### src/design/nicc_pkg.sv
// nicc_pkg: constants and types for the core command register
package nicc_pkg;
    // ****************************************************************
    // register map
    // ****************************************************************
    localparam logic [3:0] CMD_OFFSET     = 4'h0;
    localparam logic [7:0] CMD_RESET      = 8'h21;
    localparam int         HALT_POS       = 0;
    localparam int         RUN_POS        = 1;
    localparam int         XMIT_POS       = 2;
    localparam int         RDMA_LSB       = 3;
    localparam int         RDMA_MSB       = 5;
    localparam int         PAGE_LSB       = 6;
    localparam int         PAGE_MSB       = 7;
    localparam logic [2:0] RDMA_RESET     = 3'h4;
    localparam logic [1:0] PAGE_RESET     = 2'h0;

    // ****************************************************************
    // remote dma command encodings
    // ****************************************************************
    typedef enum logic [2:0] {
        NICC_RDMA_NONE  = 3'b000,
        NICC_RDMA_READ  = 3'b001,
        NICC_RDMA_WRITE = 3'b010,
        NICC_RDMA_SEND  = 3'b011,
        NICC_RDMA_ABORT = 3'b100
    } nicc_rdma_t;

    // ****************************************************************
    // core run state
    // ****************************************************************
    typedef enum logic [1:0] {
        NICC_STOPPED  = 2'b00,
        NICC_RUNNING  = 2'b01,
        NICC_DRAINING = 2'b10
    } nicc_state_t;

    // host register port
    typedef struct packed {
        logic       cs;
        logic       wr;
        logic       rd;
        logic [3:0] addr;
        logic [7:0] wdata;
    } nicc_host_t;

    // strobes toward the dma engine
    typedef struct packed {
        logic       rd_start;
        logic       wr_start;
        logic       send_start;
        logic       abort;
        logic       finish_now;
    } nicc_dma_t;
endpackage

### src/design/nicc_command.sv
// nicc_command: core command register with run, stop, transmit, page
`timescale 1ns/1ps
`default_nettype none
// Summary of operation
// - writing halt_bit high takes the core offline; no new frames start
// - a frame already in progress finishes before the reset state is entered
// - reset-done flag pulses only once the software reset has taken effect
// - run_bit activates the core; at power-up halt reads 1 and run 0
// - halting from running leaves both halt and run reading set
// - transmit_go launches a transmission; cleared when it completes or aborts
// - writing 0 to transmit_go leaves a running transmission alone
// - reissued dma with transmit and no count reload finishes at once
// - page, abort and halt bits accepted at any time
// - setting the top dma command bit aborts any remote dma
// - abort leaves remote start address at its advanced value
// - dma field: 000 none, 001 read, 010 write, 011 send, 1xx abort
// - page bits select register page 0, 1, 2; 3 reserved
module nicc_command
    import nicc_pkg::*;
(
    // clock and reset
    input  wire logic       clk,
    input  wire logic       rst,
    // host register port (isa style, external pins)
    input  wire logic       host_cs,
    input  wire logic       host_wr,
    input  wire logic       host_rd,
    input  wire logic [3:0] host_addr,
    input  wire logic [7:0] host_wdata,
    output logic      [7:0] host_rdata,
    output logic            cmd_sel,
    // activity of the core engines
    input  wire logic       rx_busy,
    input  wire logic       tx_busy,
    input  wire logic       tx_done,
    input  wire logic       tx_abort,
    input  wire logic       dma_count_reloaded,
    // controls out
    output logic            core_enable,
    output logic            tx_launch,
    output logic            reset_done,
    output logic      [1:0] page_sel,
    output logic      [2:0] rdma_cmd,
    output nicc_dma_t       dma_ctl
);
    // ****************************************************************
    // pin synchronisers
    // ****************************************************************
    nicc_host_t host_in;
    nicc_host_t host_s1;
    nicc_host_t host_s2;
    logic       wr_d;
    logic       rd_d;
    logic [1:0] busy_s1;
    logic [1:0] busy_s2;

    assign host_in = '{cs: host_cs, wr: host_wr, rd: host_rd,
                       addr: host_addr, wdata: host_wdata};

    always_ff @(posedge clk) begin
        host_s1 <= host_in;
        host_s2 <= host_s1;
        busy_s1 <= {rx_busy, tx_busy};
        busy_s2 <= busy_s1;
        if (rst) begin
            wr_d <= 1'b0;
            rd_d <= 1'b0;
        end else begin
            wr_d <= host_s2.cs & host_s2.wr;
            rd_d <= host_s2.cs & host_s2.rd;
        end
    end

    // ****************************************************************
    // decode
    // ****************************************************************
    wire       sel_cmd  = host_s2.addr == CMD_OFFSET;
    wire       wr_now   = host_s2.cs & host_s2.wr;
    wire       wr_evt   = wr_now & ~wr_d & sel_cmd;
    wire       rd_evt   = host_s2.cs & host_s2.rd & ~rd_d & sel_cmd;
    wire [7:0] wd       = host_s2.wdata;
    wire       w_halt   = wd[HALT_POS];
    wire       w_run    = wd[RUN_POS];
    wire       w_xmit   = wd[XMIT_POS];
    wire [2:0] w_rdma   = wd[RDMA_MSB:RDMA_LSB];
    wire [1:0] w_page   = wd[PAGE_MSB:PAGE_LSB];
    wire       busy_any = busy_s2[1] | busy_s2[0];

    // ****************************************************************
    // run state
    // ****************************************************************
    nicc_state_t state;
    nicc_state_t next_state;
    logic        halt;
    logic        run;
    logic        xmit;

    always_comb begin
        next_state = state;
        unique case (state)
            NICC_STOPPED: begin
                if (wr_evt && w_run && !w_halt)
                    next_state = NICC_RUNNING;
            end
            NICC_RUNNING: begin
                if (wr_evt && w_halt)
                    next_state = NICC_DRAINING;
            end
            NICC_DRAINING: begin
                if (!busy_any)
                    next_state = NICC_STOPPED;
            end
            default: next_state = NICC_STOPPED;
        endcase
    end

    wire enter_stop = (state == NICC_DRAINING) && !busy_any;
    wire tx_end     = tx_done | tx_abort;
    wire tx_new     = wr_evt & w_xmit & ~xmit & (state == NICC_RUNNING)
                    & ~w_halt;

    always_ff @(posedge clk) begin
        if (rst) begin
            state      <= NICC_STOPPED;
            halt       <= CMD_RESET[HALT_POS];
            run        <= CMD_RESET[RUN_POS];
            xmit       <= CMD_RESET[XMIT_POS];
            rdma_cmd   <= RDMA_RESET;
            page_sel   <= PAGE_RESET;
            reset_done <= 1'b0;
            tx_launch  <= 1'b0;
        end else begin
            state      <= next_state;
            reset_done <= enter_stop;
            tx_launch  <= tx_new;
            if (wr_evt) begin
                page_sel <= w_page;
                rdma_cmd <= w_rdma;
                halt     <= w_halt;
                // run stays set when halting from running
                run      <= w_run | (w_halt & run);
            end
            // writing 0 never clears a pending transmit
            if (tx_new)
                xmit <= 1'b1;
            else if (tx_end)
                xmit <= 1'b0;
        end
    end

    assign core_enable = (state == NICC_RUNNING);

    // ****************************************************************
    // remote dma strobes
    // ****************************************************************
    nicc_rdma_decode u_rdma (
        .wr_en          (wr_evt),
        .cmd            (w_rdma),
        .xmit_set       (w_xmit),
        .count_reloaded (dma_count_reloaded),
        .dma            (dma_ctl)
    );
    // abort only strobes the engine; start address is never rewound

    // ****************************************************************
    // readback
    // ****************************************************************
    always_ff @(posedge clk) begin
        if (rst) begin
            host_rdata <= CMD_RESET;
            cmd_sel    <= 1'b0;
        end else begin
            cmd_sel <= sel_cmd;
            if (rd_evt)
                host_rdata <= {page_sel, rdma_cmd, xmit, run, halt};
        end
    end
endmodule
`default_nettype wire

### src/design/nicc_rdma_decode.sv
// nicc_rdma_decode: turns a remote dma command write into strobes
`timescale 1ns/1ps
`default_nettype none
module nicc_rdma_decode
    import nicc_pkg::*;
(
    // write event
    input  wire logic       wr_en,
    input  wire logic [2:0] cmd,
    input  wire logic       xmit_set,
    input  wire logic       count_reloaded,
    // strobes
    output nicc_dma_t       dma
);
    wire abort_cmd = cmd[2];
    wire is_read   = (cmd == NICC_RDMA_READ);
    wire is_write  = (cmd == NICC_RDMA_WRITE);
    wire is_send   = (cmd == NICC_RDMA_SEND);

    assign dma.abort      = wr_en & abort_cmd;
    assign dma.rd_start   = wr_en & is_read;
    assign dma.wr_start   = wr_en & is_write;
    assign dma.send_start = wr_en & is_send;
    // reissue with transmit and no count reload ends the dma at once
    assign dma.finish_now = wr_en & xmit_set & ~abort_cmd
                          & (cmd != NICC_RDMA_NONE) & ~count_reloaded;
endmodule
`default_nettype wire

### config.mk
export PLATFORM = sky130hd
export DESIGN_NAME = nicc_command
export DESIGN_NICKNAME = d
export VERILOG_FILES = /design/src/design/nicc_pkg.sv /design/src/design/nicc_command.sv /design/src/design/nicc_rdma_decode.sv
export SDC_FILE = /design/constraint.sdc
export NUM_CORES = 1
export LEC_CHECK = 0
export CELL_PAD_IN_SITES_DETAIL_PLACEMENT = 1
export CELL_PAD_IN_SITES_GLOBAL_PLACEMENT = 1
export CORE_MARGIN = 3
export CORE_UTILIZATION = 46
export CTS_CLUSTER_DIAMETER = 200
export DETAILED_ROUTE_END_ITERATION = 10
export DONT_BUFFER_PORTS = 1
export GPL_ROUTABILITY_DRIVEN = 0
export PLACE_DENSITY = 0.72
export SKIP_CTS_REPAIR_TIMING = 1
export SYNTH_ARGS = -nofsm -noshare
export SYNTH_HDL_FRONTEND = slang
export SYNTH_SLANG_ARGS = --single-unit
### constraint.sdc
create_clock -name clk -period 2.4 [get_ports clk]
set_clock_uncertainty 0.2 [all_clocks]
set_input_delay 0.24 -clock clk [delete_from_list [all_inputs] [get_ports clk]]
set_output_delay 0.24 -clock clk [all_outputs]
set_load 0.01 [all_outputs]
== After elaboration in Yosys (flattened, before gate mapping) ==
Index checks and enable logic that the tools add are counted.

* Equality and inequality tests: 8
* Muxes and demuxes: 6
* Bitwise gates (word level): 27
* Reduce and logical (&&, ||, !) cells: 11

{| class="wikitable"
|+ Operators with widths
! kind !! number
|-
| AND 1 bit || 18
|-
| equality test 3 x 2 -> 1 bit, second input constant || 2
|-
| 2-to-1 mux 2 bit || 3
|-
| NOT 1 bit || 6
|-
| case mux 2 bit (3 select lines) || 1
|-
| logical AND 1 bit || 4
|-
| zero test 4 bit || 1
|-
| inequality test 2 bit, second input constant || 2
|-
| equality test 3 x 1 -> 1 bit, second input constant || 1
|-
| OR 1 bit || 3
|-
| AND reduction 3 bit || 1
|-
| nonzero test 3 bit || 1
|-
| equality test 2 x 1 -> 1 bit, second input constant || 1
|-
| equality test 2 bit, second input constant || 1
|-
| zero test 1 bit || 2
|-
| zero test 2 bit || 1
|-
| 2-to-1 mux 1 bit || 2
|-
| inequality test 2 x 1 -> 1 bit, second input constant || 1
|-
| nonzero test 2 bit || 1
|}

* Register bits after elaboration: 57
* Input bits: 22
* Output and inout bits: 22
* Logic and storage cells: 76

== Depth between registers and ports, before layout ==
Gate-level depths: netlist of the first run.

* Word-level depth: 8
* Depth in mapped cells: 5
* Mapped depth without buffers: 3

== Modules after synthesis ==
Synthesis of the first run repeated with hierarchy kept, for this count alone.

* Cells, all modules: 132
* Area total of the unflattened synthesis: 1661.6 µm²

{| class="wikitable"
|+ Modules (own cells, without submodules)
! module !! times used !! cells an instance !! area an instance (µm²) !! seq. area each (µm²)
|-
| nicc_command || 1 || 126 || 1597.8 || 1141.1
|-
| nicc_rdma_decode || 1 || 6 || 63.8 || 0.0
|}

== Least setup slack after synthesis of the first run ==
OpenSTA, ideal clock, no wires.

* Kind: flip-flop to output port
* From: register host_s2[9] in the netlist's numbering
* To: output dma_ctl[0] in the netlist's numbering
* Data arrival time: 1.686 ns
* Required time: 1.960 ns
* Path slack: 0.274 ns
* Stages on the path, launching flop included: 5
* Buffers on the path: 1
* Path through: dfxtp_1 -> or4_4 -> buf_6 -> nor3_1 -> nor4bb_1

{| class="wikitable"
|+ RTL lines
! what !! line !! RTL
|-
| start, declared || nicc_command.sv:51 || <nowiki>nicc_host_t host_s2;</nowiki>
|-
| start signal, assigned || nicc_command.sv:62 || <nowiki>host_s2 <= host_s1;</nowiki>
|-
| end, declared || nicc_command.sv:44 || <nowiki>output nicc_dma_t dma_ctl</nowiki>
|}

==> qor.txt, run 1 <==
Comb power frac - 3.3%
GRT overflow - 0
worst path arrival time - 1960 ps
sw frac - 21.37%
DIE HEIGHT - 66.10 um
R2R setup slack - 300 ps
Reg power frac - 56.8%
Power, Total - 0.001754 W
All-Layer GR Usage - 15.19%
global-route wire length before repair - 4.678 mm
Cell Rows - 21
worst r2r src - host_s2[10]
Ant. Diodes - 0
worst vdd ir - 601.8 uV
Synth Area per Inst - 12.04 um2
Leak - 0.8299 nW
Area Overhead vs Synth - 25.08%
CP Class - reg2out
number of cells on the worst reg-to-reg path - 4
sequential area share after synthesis - 68.67%
relative slew slack - 34.23%
Die Area - 4369 um2
Peak Freq - 417.4 MHz
run status - completed
Die Width - 66.10 um
most frequent cells in the layout - dfxtp_1, dlygate4sd3_1, nand2b_1
delay of the slowest critical-path stage - 580 ps
min Tclk post-route - 2396 ps
max-slew violations - 0
PD cells - 843.9 nW/um2
Stages on worst setup path - 4
internal power - 0.001379 W
dpl hpwl - 1.958 mm
largest net degree at the start of global routing - 32
share of cells above drive strength 1 - 14.04%
H-Tree Depth - 3
Clock Latency Late Sink - 380 ps
CTS sink cnt - 57
CP startpoint kind - register
final cell count without fillers - 217
max-cap check violation count - 0
Hold Path Depth - 0
CP top delay family - simple AND/OR/NAND/NOR gates
hold_sp - host_s1[10]
Ports - 44
antenna viol nets, final - 0
Root Driver - clkbuf_4
Total Routed Length - 3.617 mm
Placeable Area - 3416 um2
critical path fanouts, max - 6
Port Buffer Count - 0
CTS tree - built
FF-to-FF End - host_rdata[1]
Initial Utilization - 48.64%
CTS buffer count - 9
sw power - 0.0003748 W
Syn Nets - 160
cell area after synthesis - 1662 um2
post-route cell area - 2078 um2
Setup crit end kind - primary output
total number of vias - 1101
vias in the first global route - 1016
CP bufs+invs - 1
dpl cells - 180
DR vias/cell - 5.074
Crit. Startpoint - host_s2[10]
final hold vios - 0
CTS Buffer Depth - 2
fin nets - 189
initial antenna violation count - 0
DR iter-0 viols - 18
drt first pass iters - 4
crit share post-route - 99.83%
Cells after Synth - 138
CP Cell Sequence - or4_4, nor3_4, nor4bb_4, buf_4
number of fill cells - 355
most common cell after layout, fill and taps aside - dfxtp_1
DP Area - 1697 um2
setup violators final - 0
Warnings, synthesis - 0
worst-margin pin slew - 983.3 ps
# DRC - 0
Hold Crit Class - reg2reg
hold slack - 128.3 ps
critical path's slowest cell - or4_4
clock-pin slew on the worst setup and hold paths - 100 ps
clock power share - 39.9%
Required @ worst endpoint - 1960 ps
WL per Instance - 16.67 um
Unique masters post-synth - 28
Hold EP - host_s2[10]
RSZ-0062 raised after global routing - yes
post-synthesis register bit count - 57
==> per-stage QoR <==
step           util (%)  worst slack [ps]  setup TNS [ps]
2_1_floorplan         -             273.9               0
3_3_place_gp      49.67             317.1               0
3_5_place_dp      49.67             214.8               0
4_1_cts           53.74            -209.8          -209.8
5_1_grt           60.84            -111.1          -111.1
6_report          60.84             4.112               0
==> synthesized netlist by cell type <==
cell type	n	area share, %
dfxtp_1	57	69
nand2b_1	13	4.9
mux2i_1	8	4.8
nor2_1	8	1.8
a21oi_1	6	1.8
nand3_1	6	1.8
o21ai_0	5	1.5
clkbuf_1	4	0.90
nand2_1	4	0.90
and3b_1	3	1.6
nor3_1	3	0.90
and3_1	2	0.75
buf_6	2	1.4
nand3b_1	2	0.90
o31ai_1	2	0.90
a211o_1	1	0.53
a31oi_1	1	0.38
nand4_1	1	0.38
nor2b_1	1	0.38
nor3b_1	1	0.45
nor4_1	1	0.38
nor4_2	1	0.75
nor4b_1	1	0.53
nor4bb_1	1	0.60
o21bai_1	1	0.45
or3_1	1	0.38
or4_4	1	0.68
or4b_2	1	0.60
==> how the worst max path moves through the flow <==
stage | to
floorplan | dma_ctl[0]
global placement | dma_ctl[0]
detailed placement | dma_ctl[0]
CTS | dma_ctl[0]
global route | dma_ctl[0]
finish | dma_ctl[0]
==> layout make-up <==
cell class                 count  area, um2  share of cell area [%]
multi-input combinational     75      509.2                   24.50
clock buffer                  12      98.84                   4.756
tap                           46      57.56                   2.769
clock inverter                 3      40.04                   1.927
sequential                    57       1142                   54.97
timing repair buffer          24      230.2                   11.08
==> cells by family after synthesis <==
| logic type | after synthesis | share of synthesized area (%) |
|---|---|---|
| and+or+nand+nor | 51 | 18.68 |
| AOI/OAI and AO/OA | 16 | 5.572 |
| muxes | 8 | 4.819 |
| DFF | 57 | 68.67 |
| buffers and inverters | 6 | 2.259 |
==> metal layers <==
| layer | vias up | global-route usage, % | wire [um] | part of all wire, % |
|---|---|---|---|---|
| met4 | 0 | 7.614 | 97 | 2.7 |
| met1 | 517 | 16.13 | 1439 | 40 |
| li1 | 535 | - | - | - |
| met2 | 39 | 22.92 | 1848 | 51 |
| met3 | 10 | 10.03 | 231 | 6.4 |
| met5 | - | 0 | 0 | 0 |
==> sequential cells by signal (all words and copies together), names as in the netlist <==
name,flops
busy_s1,2
busy_s2,2
cmd_sel,1
halt,1
host_rdata,8
host_s1,15
host_s2,7
page_sel,2
rd_d,1
rdma_cmd,3
reset_done,1
run,1
state,2
tx_launch,1
wd,8
wr_d,1
xmit,1
==> power groups by stage <==
stage	logic, W	clock network, W	registers (W)
3_3_place_gp	0.0000198	0	0.00101
5_1_grt	0.0000637	0.000770	0.00100
6_report	0.0000579	0.000700	0.000996
2_1_floorplan	0.0000230	0	0.00101
4_1_cts	0.0000204	0.000707	0.000994
3_5_place_dp	0.0000203	0	0.00102
==> worst register-to-register path: stages (launching register included) <==
cell and delay, ps:
dfxtp_2 330, or4_4 580, buf_4 180, or3_1 500, mux2i_1 180
Power figures use the tool's default switching activity.
==> run 2, diff against run 1 <==
--- a/config.mk
+++ b/config.mk
@@ -5,15 +5,13 @@
 export SDC_FILE = /design/constraint.sdc
 export NUM_CORES = 1
 export LEC_CHECK = 0
-export CELL_PAD_IN_SITES_DETAIL_PLACEMENT = 1
-export CELL_PAD_IN_SITES_GLOBAL_PLACEMENT = 1
 export CORE_MARGIN = 3
-export CORE_UTILIZATION = 46
+export CORE_UTILIZATION = 59
 export CTS_CLUSTER_DIAMETER = 200
 export DETAILED_ROUTE_END_ITERATION = 10
 export DONT_BUFFER_PORTS = 1
 export GPL_ROUTABILITY_DRIVEN = 0
-export PLACE_DENSITY = 0.72
+export PLACE_DENSITY = 0.73
 export SKIP_CTS_REPAIR_TIMING = 1
 export SYNTH_ARGS = -nofsm -noshare
 export SYNTH_HDL_FRONTEND = slang
==> qor.txt, run 2 (same netlist as run 1, synthesis figures left out) <==
max-cap check violation count - 0 (unchanged)
Power, Total - 0.001594 W (was 0.001754 W)
worst vdd ir - 723.9 uV (was 601.8 uV)
most common cell after layout, fill and taps aside - dfxtp_1 (unchanged)
dpl hpwl - 1.886 mm (was 1.958 mm)
Total Routed Length - 3.130 mm (was 3.617 mm)
Initial Utilization - 64.72% (was 48.64%)
Clock Latency Late Sink - 370 ps (was 380 ps)
CTS sink cnt - 57 (unchanged)
largest net degree at the start of global routing - 32 (unchanged)
initial antenna violation count - 0 (unchanged)
failing checks - setup timing
clock-pin slew on the worst setup and hold paths - 90 ps (was 100 ps)
CP bufs+invs - 1 (unchanged)
Area Overhead vs Synth - 22.36% (was 25.08%)
drt first pass iters - 4 (unchanged)
min Tclk post-route - 2404 ps (was 2396 ps)
critical path's slowest cell - or4_4 (unchanged)
Biggest register - host_s1 (unchanged)
Placeable Area - 2567 um2 (was 3416 um2)
max-slew violations - 0 (unchanged)
most frequent cells in the layout - dfxtp_1, dlygate4sd3_1, nand2b_1 (unchanged)
worst-margin pin slew - 944.0 ps (was 983.3 ps)
GRT overflow - 0 (unchanged)
critical path fanouts, max - 8 (was 6)
# DRC - 0 (unchanged)
total number of vias - 1095 (was 1101)
pre-CTS WS - 202.6 ps (was 214.8 ps)
Die Area - 3489 um2 (was 4369 um2)
Hold Crit Class - reg2reg (unchanged)
WL per Instance - 15.42 um (was 16.67 um)
hold slack - 132.2 ps (was 128.3 ps)
worst path arrival time - 1960 ps (about the same)
Die Width - 59.07 um (was 66.10 um)
CP startpoint kind - register (unchanged)
All-Layer GR Usage - 17.47% (was 15.19%)
relative slew slack - 36.86% (was 34.23%)
run status - finished, violations left (was completed)
DIE HEIGHT - 59.07 um (was 66.10 um)
DR iter-0 viols - 39 (was 18)
CP Cell Sequence - or4_4, nor3_4, nor4bb_2, buf_4 (was or4_4, nor3_4, nor4bb_4, buf_4)
Ant. Diodes - 0 (unchanged)
Leak - 0.8215 nW (was 0.8299 nW)
CTS buffer count - 9 (unchanged)
final core occ - 79.19% (was 60.84%)
Setup crit end kind - primary output (unchanged)
global-route wire length before repair - 4.291 mm (was 4.678 mm)
Cell Rows - 18 (was 21)
max reg flops - 15 (unchanged)
DR vias/cell - 5.394 (was 5.074)
Port Buffer Count - 0 (unchanged)
final hold vios - 0 (unchanged)
Required @ worst endpoint - 1960 ps (about the same)
PD cells - 783.7 nW/um2 (was 843.9 nW/um2)
CTS tree - built (unchanged)
crit share post-route - 100.2% (was 99.83%)
CP Class - reg2out (unchanged)
CTS Buffer Depth - 2 (unchanged)
RSZ-0062 raised after global routing - yes (unchanged)
share of cells above drive strength 1 - 16.18% (was 14.04%)
number of fill cells - 159 (was 355)
Ports - 44 (unchanged)
H-Tree Depth - 3 (unchanged)
delay of the slowest critical-path stage - 580 ps (about the same)
fin nets - 191 (was 189)
final setup margin - -4.015 ps (was 4.112 ps)
vias in the first global route - 969 (was 1016)
Root Driver - clkbuf_4 (unchanged)
Peak Freq - 416.0 MHz (was 417.4 MHz)
CP top delay family - simple AND/OR/NAND/NOR gates (unchanged)
antenna viol nets, final - 0 (unchanged)
setup violators final - 1 (was 0)
run 2: report_power, final:
| part | internal, W | leakage [nW] | switching (W) |
|---|---|---|---|
| Clock | 0.000229 | 0.0654 | 0.000312 |
| Combinational | 0.0000340 | 0.283 | 0.0000222 |
| Sequential | 0.000979 | 0.473 | 0.0000169 |
| Total | 0.00124 | 0.821 | 0.000352 |
run 2: metal layers:
layer | routed length, um | track usage (%) | up-vias
met1 | 1323 | 20.67 | 507
met4 | 49 | 14.56 | 0
met3 | 269 | 6.754 | 6
met2 | 1486 | 24.76 | 40
met5 | 0 | 0 | -
li1 | - | - | 542
run 2: final cells by class:
cell class                 count  area [um2]  area share (%)
tap                           30       37.54           1.846
timing repair buffer          26       245.2           12.06
clock buffer                  11       85.08           4.185
multi-input combinational     75       501.7           24.68
sequential                    57        1144           56.25
clock inverter                 4       20.02          0.9846
run 2: worst reg2reg max path, delay by kind of cell (launching register included):
kind / cells / cell delay (ps)
simple gates: 2 / 1100
flops: 1 / 340
buf+inv: 2 / 300
mux: 1 / 180
run 2: path summary, 6_finish.rpt:
| check | startpoint | to | slack [ps] | cells past startpoint |
|---|---|---|---|---|
| setup reg to reg | host_s2[8] | host_rdata[3] | 170 | 5 |
| hold reg to reg | host_s1[12] | host_s2[12] | 130 | 0 |
| hold / removal | host_s1[12] | host_s2[12] | 130 | 0 |
| setup / recovery | host_s2[8] | dma_ctl[0] | -4 | 4 |
run 2: metrics by stage:
stage / cells / TNS [ps] / area [um2]
final: 203 / -4.015 / 2033
after global routing: 203 / -125.9 / 2033
after CTS: 179 / -250.1 / 1782
after detailed placement: 164 / 0 / 1677
after global placement: 164 / 0 / 1677
after floorplan: 138 / 0 / 1662
==> run 3, diff against run 2 <==
--- a/config.mk
+++ b/config.mk
@@ -6,12 +6,11 @@
 export NUM_CORES = 1
 export LEC_CHECK = 0
 export CORE_MARGIN = 3
-export CORE_UTILIZATION = 59
+export CORE_UTILIZATION = 45
 export CTS_CLUSTER_DIAMETER = 200
 export DETAILED_ROUTE_END_ITERATION = 10
 export DONT_BUFFER_PORTS = 1
 export GPL_ROUTABILITY_DRIVEN = 0
-export PLACE_DENSITY = 0.73
 export SKIP_CTS_REPAIR_TIMING = 1
 export SYNTH_ARGS = -nofsm -noshare
 export SYNTH_HDL_FRONTEND = slang
==> qor.txt, run 3 (same netlist as run 1, synthesis figures left out) <==
antenna viol nets, final - 0 (unchanged)
Required @ worst endpoint - 1960 ps (about the same)
setup violators final - 0 (was 1)
PD cells - 901.7 nW/um2 (was 783.7 nW/um2)
Clock Latency Late Sink - 320 ps (was 370 ps)
Die Area - 4458 um2 (was 3489 um2)
Hold Path Depth - 0 (unchanged)
met2 routed WL - 1.428 mm (was 1.486 mm)
DIE HEIGHT - 66.77 um (was 59.07 um)
max layer used - met4 (unchanged)
CTS Buffer Depth - 2 (unchanged)
Port Buffer Count - 0 (unchanged)
clock-pin slew on the worst setup and hold paths - 60 ps (was 90 ps)
Fin Setup TNS - 0 ps (was -4.015 ps)
drt first pass iters - 3 (was 4)
worst r2r src - host_s2[11] (was host_s2[8])
CP Class - reg2out (unchanged)
Initial Utilization - 48.27% (was 64.72%)
Total Routed Length - 2.956 mm (was 3.130 mm)
most frequent cells in the layout - dfxtp_1, dlygate4sd3_1, nand2b_1 (unchanged)
most common cell after layout, fill and taps aside - dfxtp_1 (unchanged)
Metal-1 WL - 1.248 mm (was 1.323 mm)
initial antenna violation count - 0 (unchanged)
number of cells on the worst reg-to-reg path - 4 (was 5)
vias in the first global route - 966 (was 969)
critical path fanouts, max - 4 (was 8)
Peak Freq - 428.4 MHz (was 416.0 MHz)
Power, Total - 0.001909 W (was 0.001594 W)
# DRC - 0 (unchanged)
hold slack - 125.0 ps (was 132.2 ps)
max-cap check violation count - 0 (unchanged)
FF-to-FF End - host_rdata[5] (was host_rdata[3])
run status - completed (was finished, violations left)
CTS buffer count - 9 (unchanged)
min Tclk post-route - 2334 ps (was 2404 ps)
relative slew slack - 35.43% (was 36.86%)
largest net degree at the start of global routing - 32 (unchanged)
GRT overflow - 0 (unchanged)
fin nets - 188 (was 191)
Hold EP - wd[1] (was host_s2[12])
dpl cells - 180 (was 164)
WL per Instance - 13.69 um (was 15.42 um)
H-Tree Depth - 3 (unchanged)
crit share post-route - 97.27% (was 100.2%)
Leak - 0.8442 nW (was 0.8215 nW)
All-Layer GR Usage - 14.42% (was 17.47%)
Ant. Diodes - 0 (unchanged)
Ports - 44 (unchanged)
CTS sink cnt - 57 (unchanged)
R2R setup slack - 320 ps (was 170 ps)
Cell Rows - 21 (was 18)
CP startpoint kind - register (unchanged)
Hold Crit Class - reg2reg (unchanged)
Root Driver - clkbuf_8 (was clkbuf_4)
hold_sp - host_s1[1] (was host_s1[12])
DR iter-0 viols - 51 (was 39)
Area Overhead vs Synth - 27.41% (was 22.36%)
final cell count without fillers - 216 (was 203)
dpl hpwl - 1.902 mm (was 1.886 mm)
CTS tree - built (unchanged)
global-route wire length before repair - 4.533 mm (was 4.291 mm)
worst-margin pin slew - 965.3 ps (was 944.0 ps)
total number of vias - 1058 (was 1095)
Biggest register - host_s1 (unchanged)
max-slew violations - 0 (unchanged)
Met3 Wirelength - 242 um (was 269 um)
worst path arrival time - 1890 ps (was 1960 ps)
share of cells above drive strength 1 - 12.94% (was 16.18%)
Setup crit end kind - primary output (unchanged)
Die Width - 66.77 um (was 59.07 um)
final core occ - 61.50% (was 79.19%)
Placeable Area - 3442 um2 (was 2567 um2)
DR vias/cell - 4.898 (was 5.394)
final hold vios - 0 (unchanged)
max reg flops - 15 (unchanged)
worst vdd ir - 662.2 uV (was 723.9 uV)
run 3: changes by cell type in the layout (fill, tap and decap cells not counted):
cell,previous run,this run
clkbuf_8,1,11
and3b_1,2,3
clkbuf_4,9,0
and3b_2,1,0
dfxtp_2,2,0
dfxtp_1,55,57
clkinv_2,4,2
buf_4,6,3
bufinv_16,0,1
run 3: how the worst max path moves through the flow:
| stage | from | to | slack, ps | depth (start not counted) |
|---|---|---|---|---|
| 6_report | host_s2[11] | dma_ctl[0] | 70 | 4 |
| 5_1_grt | host_s2[11] | dma_ctl[0] | -10 | 4 |
| 4_1_cts | host_s2[9] | dma_ctl[0] | -70 | 4 |
| 3_5_place_dp | host_s2[9] | dma_ctl[0] | 290 | 4 |
| 3_3_place_gp | host_s2[9] | dma_ctl[0] | 320 | 4 |
| 2_1_floorplan | host_s2[9] | dma_ctl[0] | 270 | 4 |
run 3: per-layer routing:
metal	vias to the layer above	global-route usage, %
met5	-	0
met4	0	9.898
met3	5	7.083
met2	34	21.16
met1	484	16.26
li1	535	-
run 3: cell type report:
class	count	area (um2)
fill	291	1325
sequential	57	1141
multi-input combinational	75	500.5
timing repair buffer	23	222.7
clock buffer	12	155.1
tap	46	57.56
clock inverter	3	40.04
run 3: where the power goes:
part,total (W),internal (W),leakage (nW),switching [W]
combinational,0.0000538,0.0000322,0.269,0.0000216
clock,0.000860,0.000527,0.102,0.000333
sequential,0.000995,0.000980,0.473,0.0000155
run 3: worst max-delay path, cell delays in order (launching register included):
cell	delay, ps
dfxtp_1	320
or4_4	570
nor3_4	210
nor4bb_2	310
buf_4	170
run 3: stage by stage:
stage / setup slack [ps] / instance area, um2
after floorplan: 273.9 / 1662
after global placement: 320.7 / 1697
after detailed placement: 288.5 / 1697
after CTS: -65.98 / 1892
after global routing: -11.09 / 2117
final: 65.51 / 2117
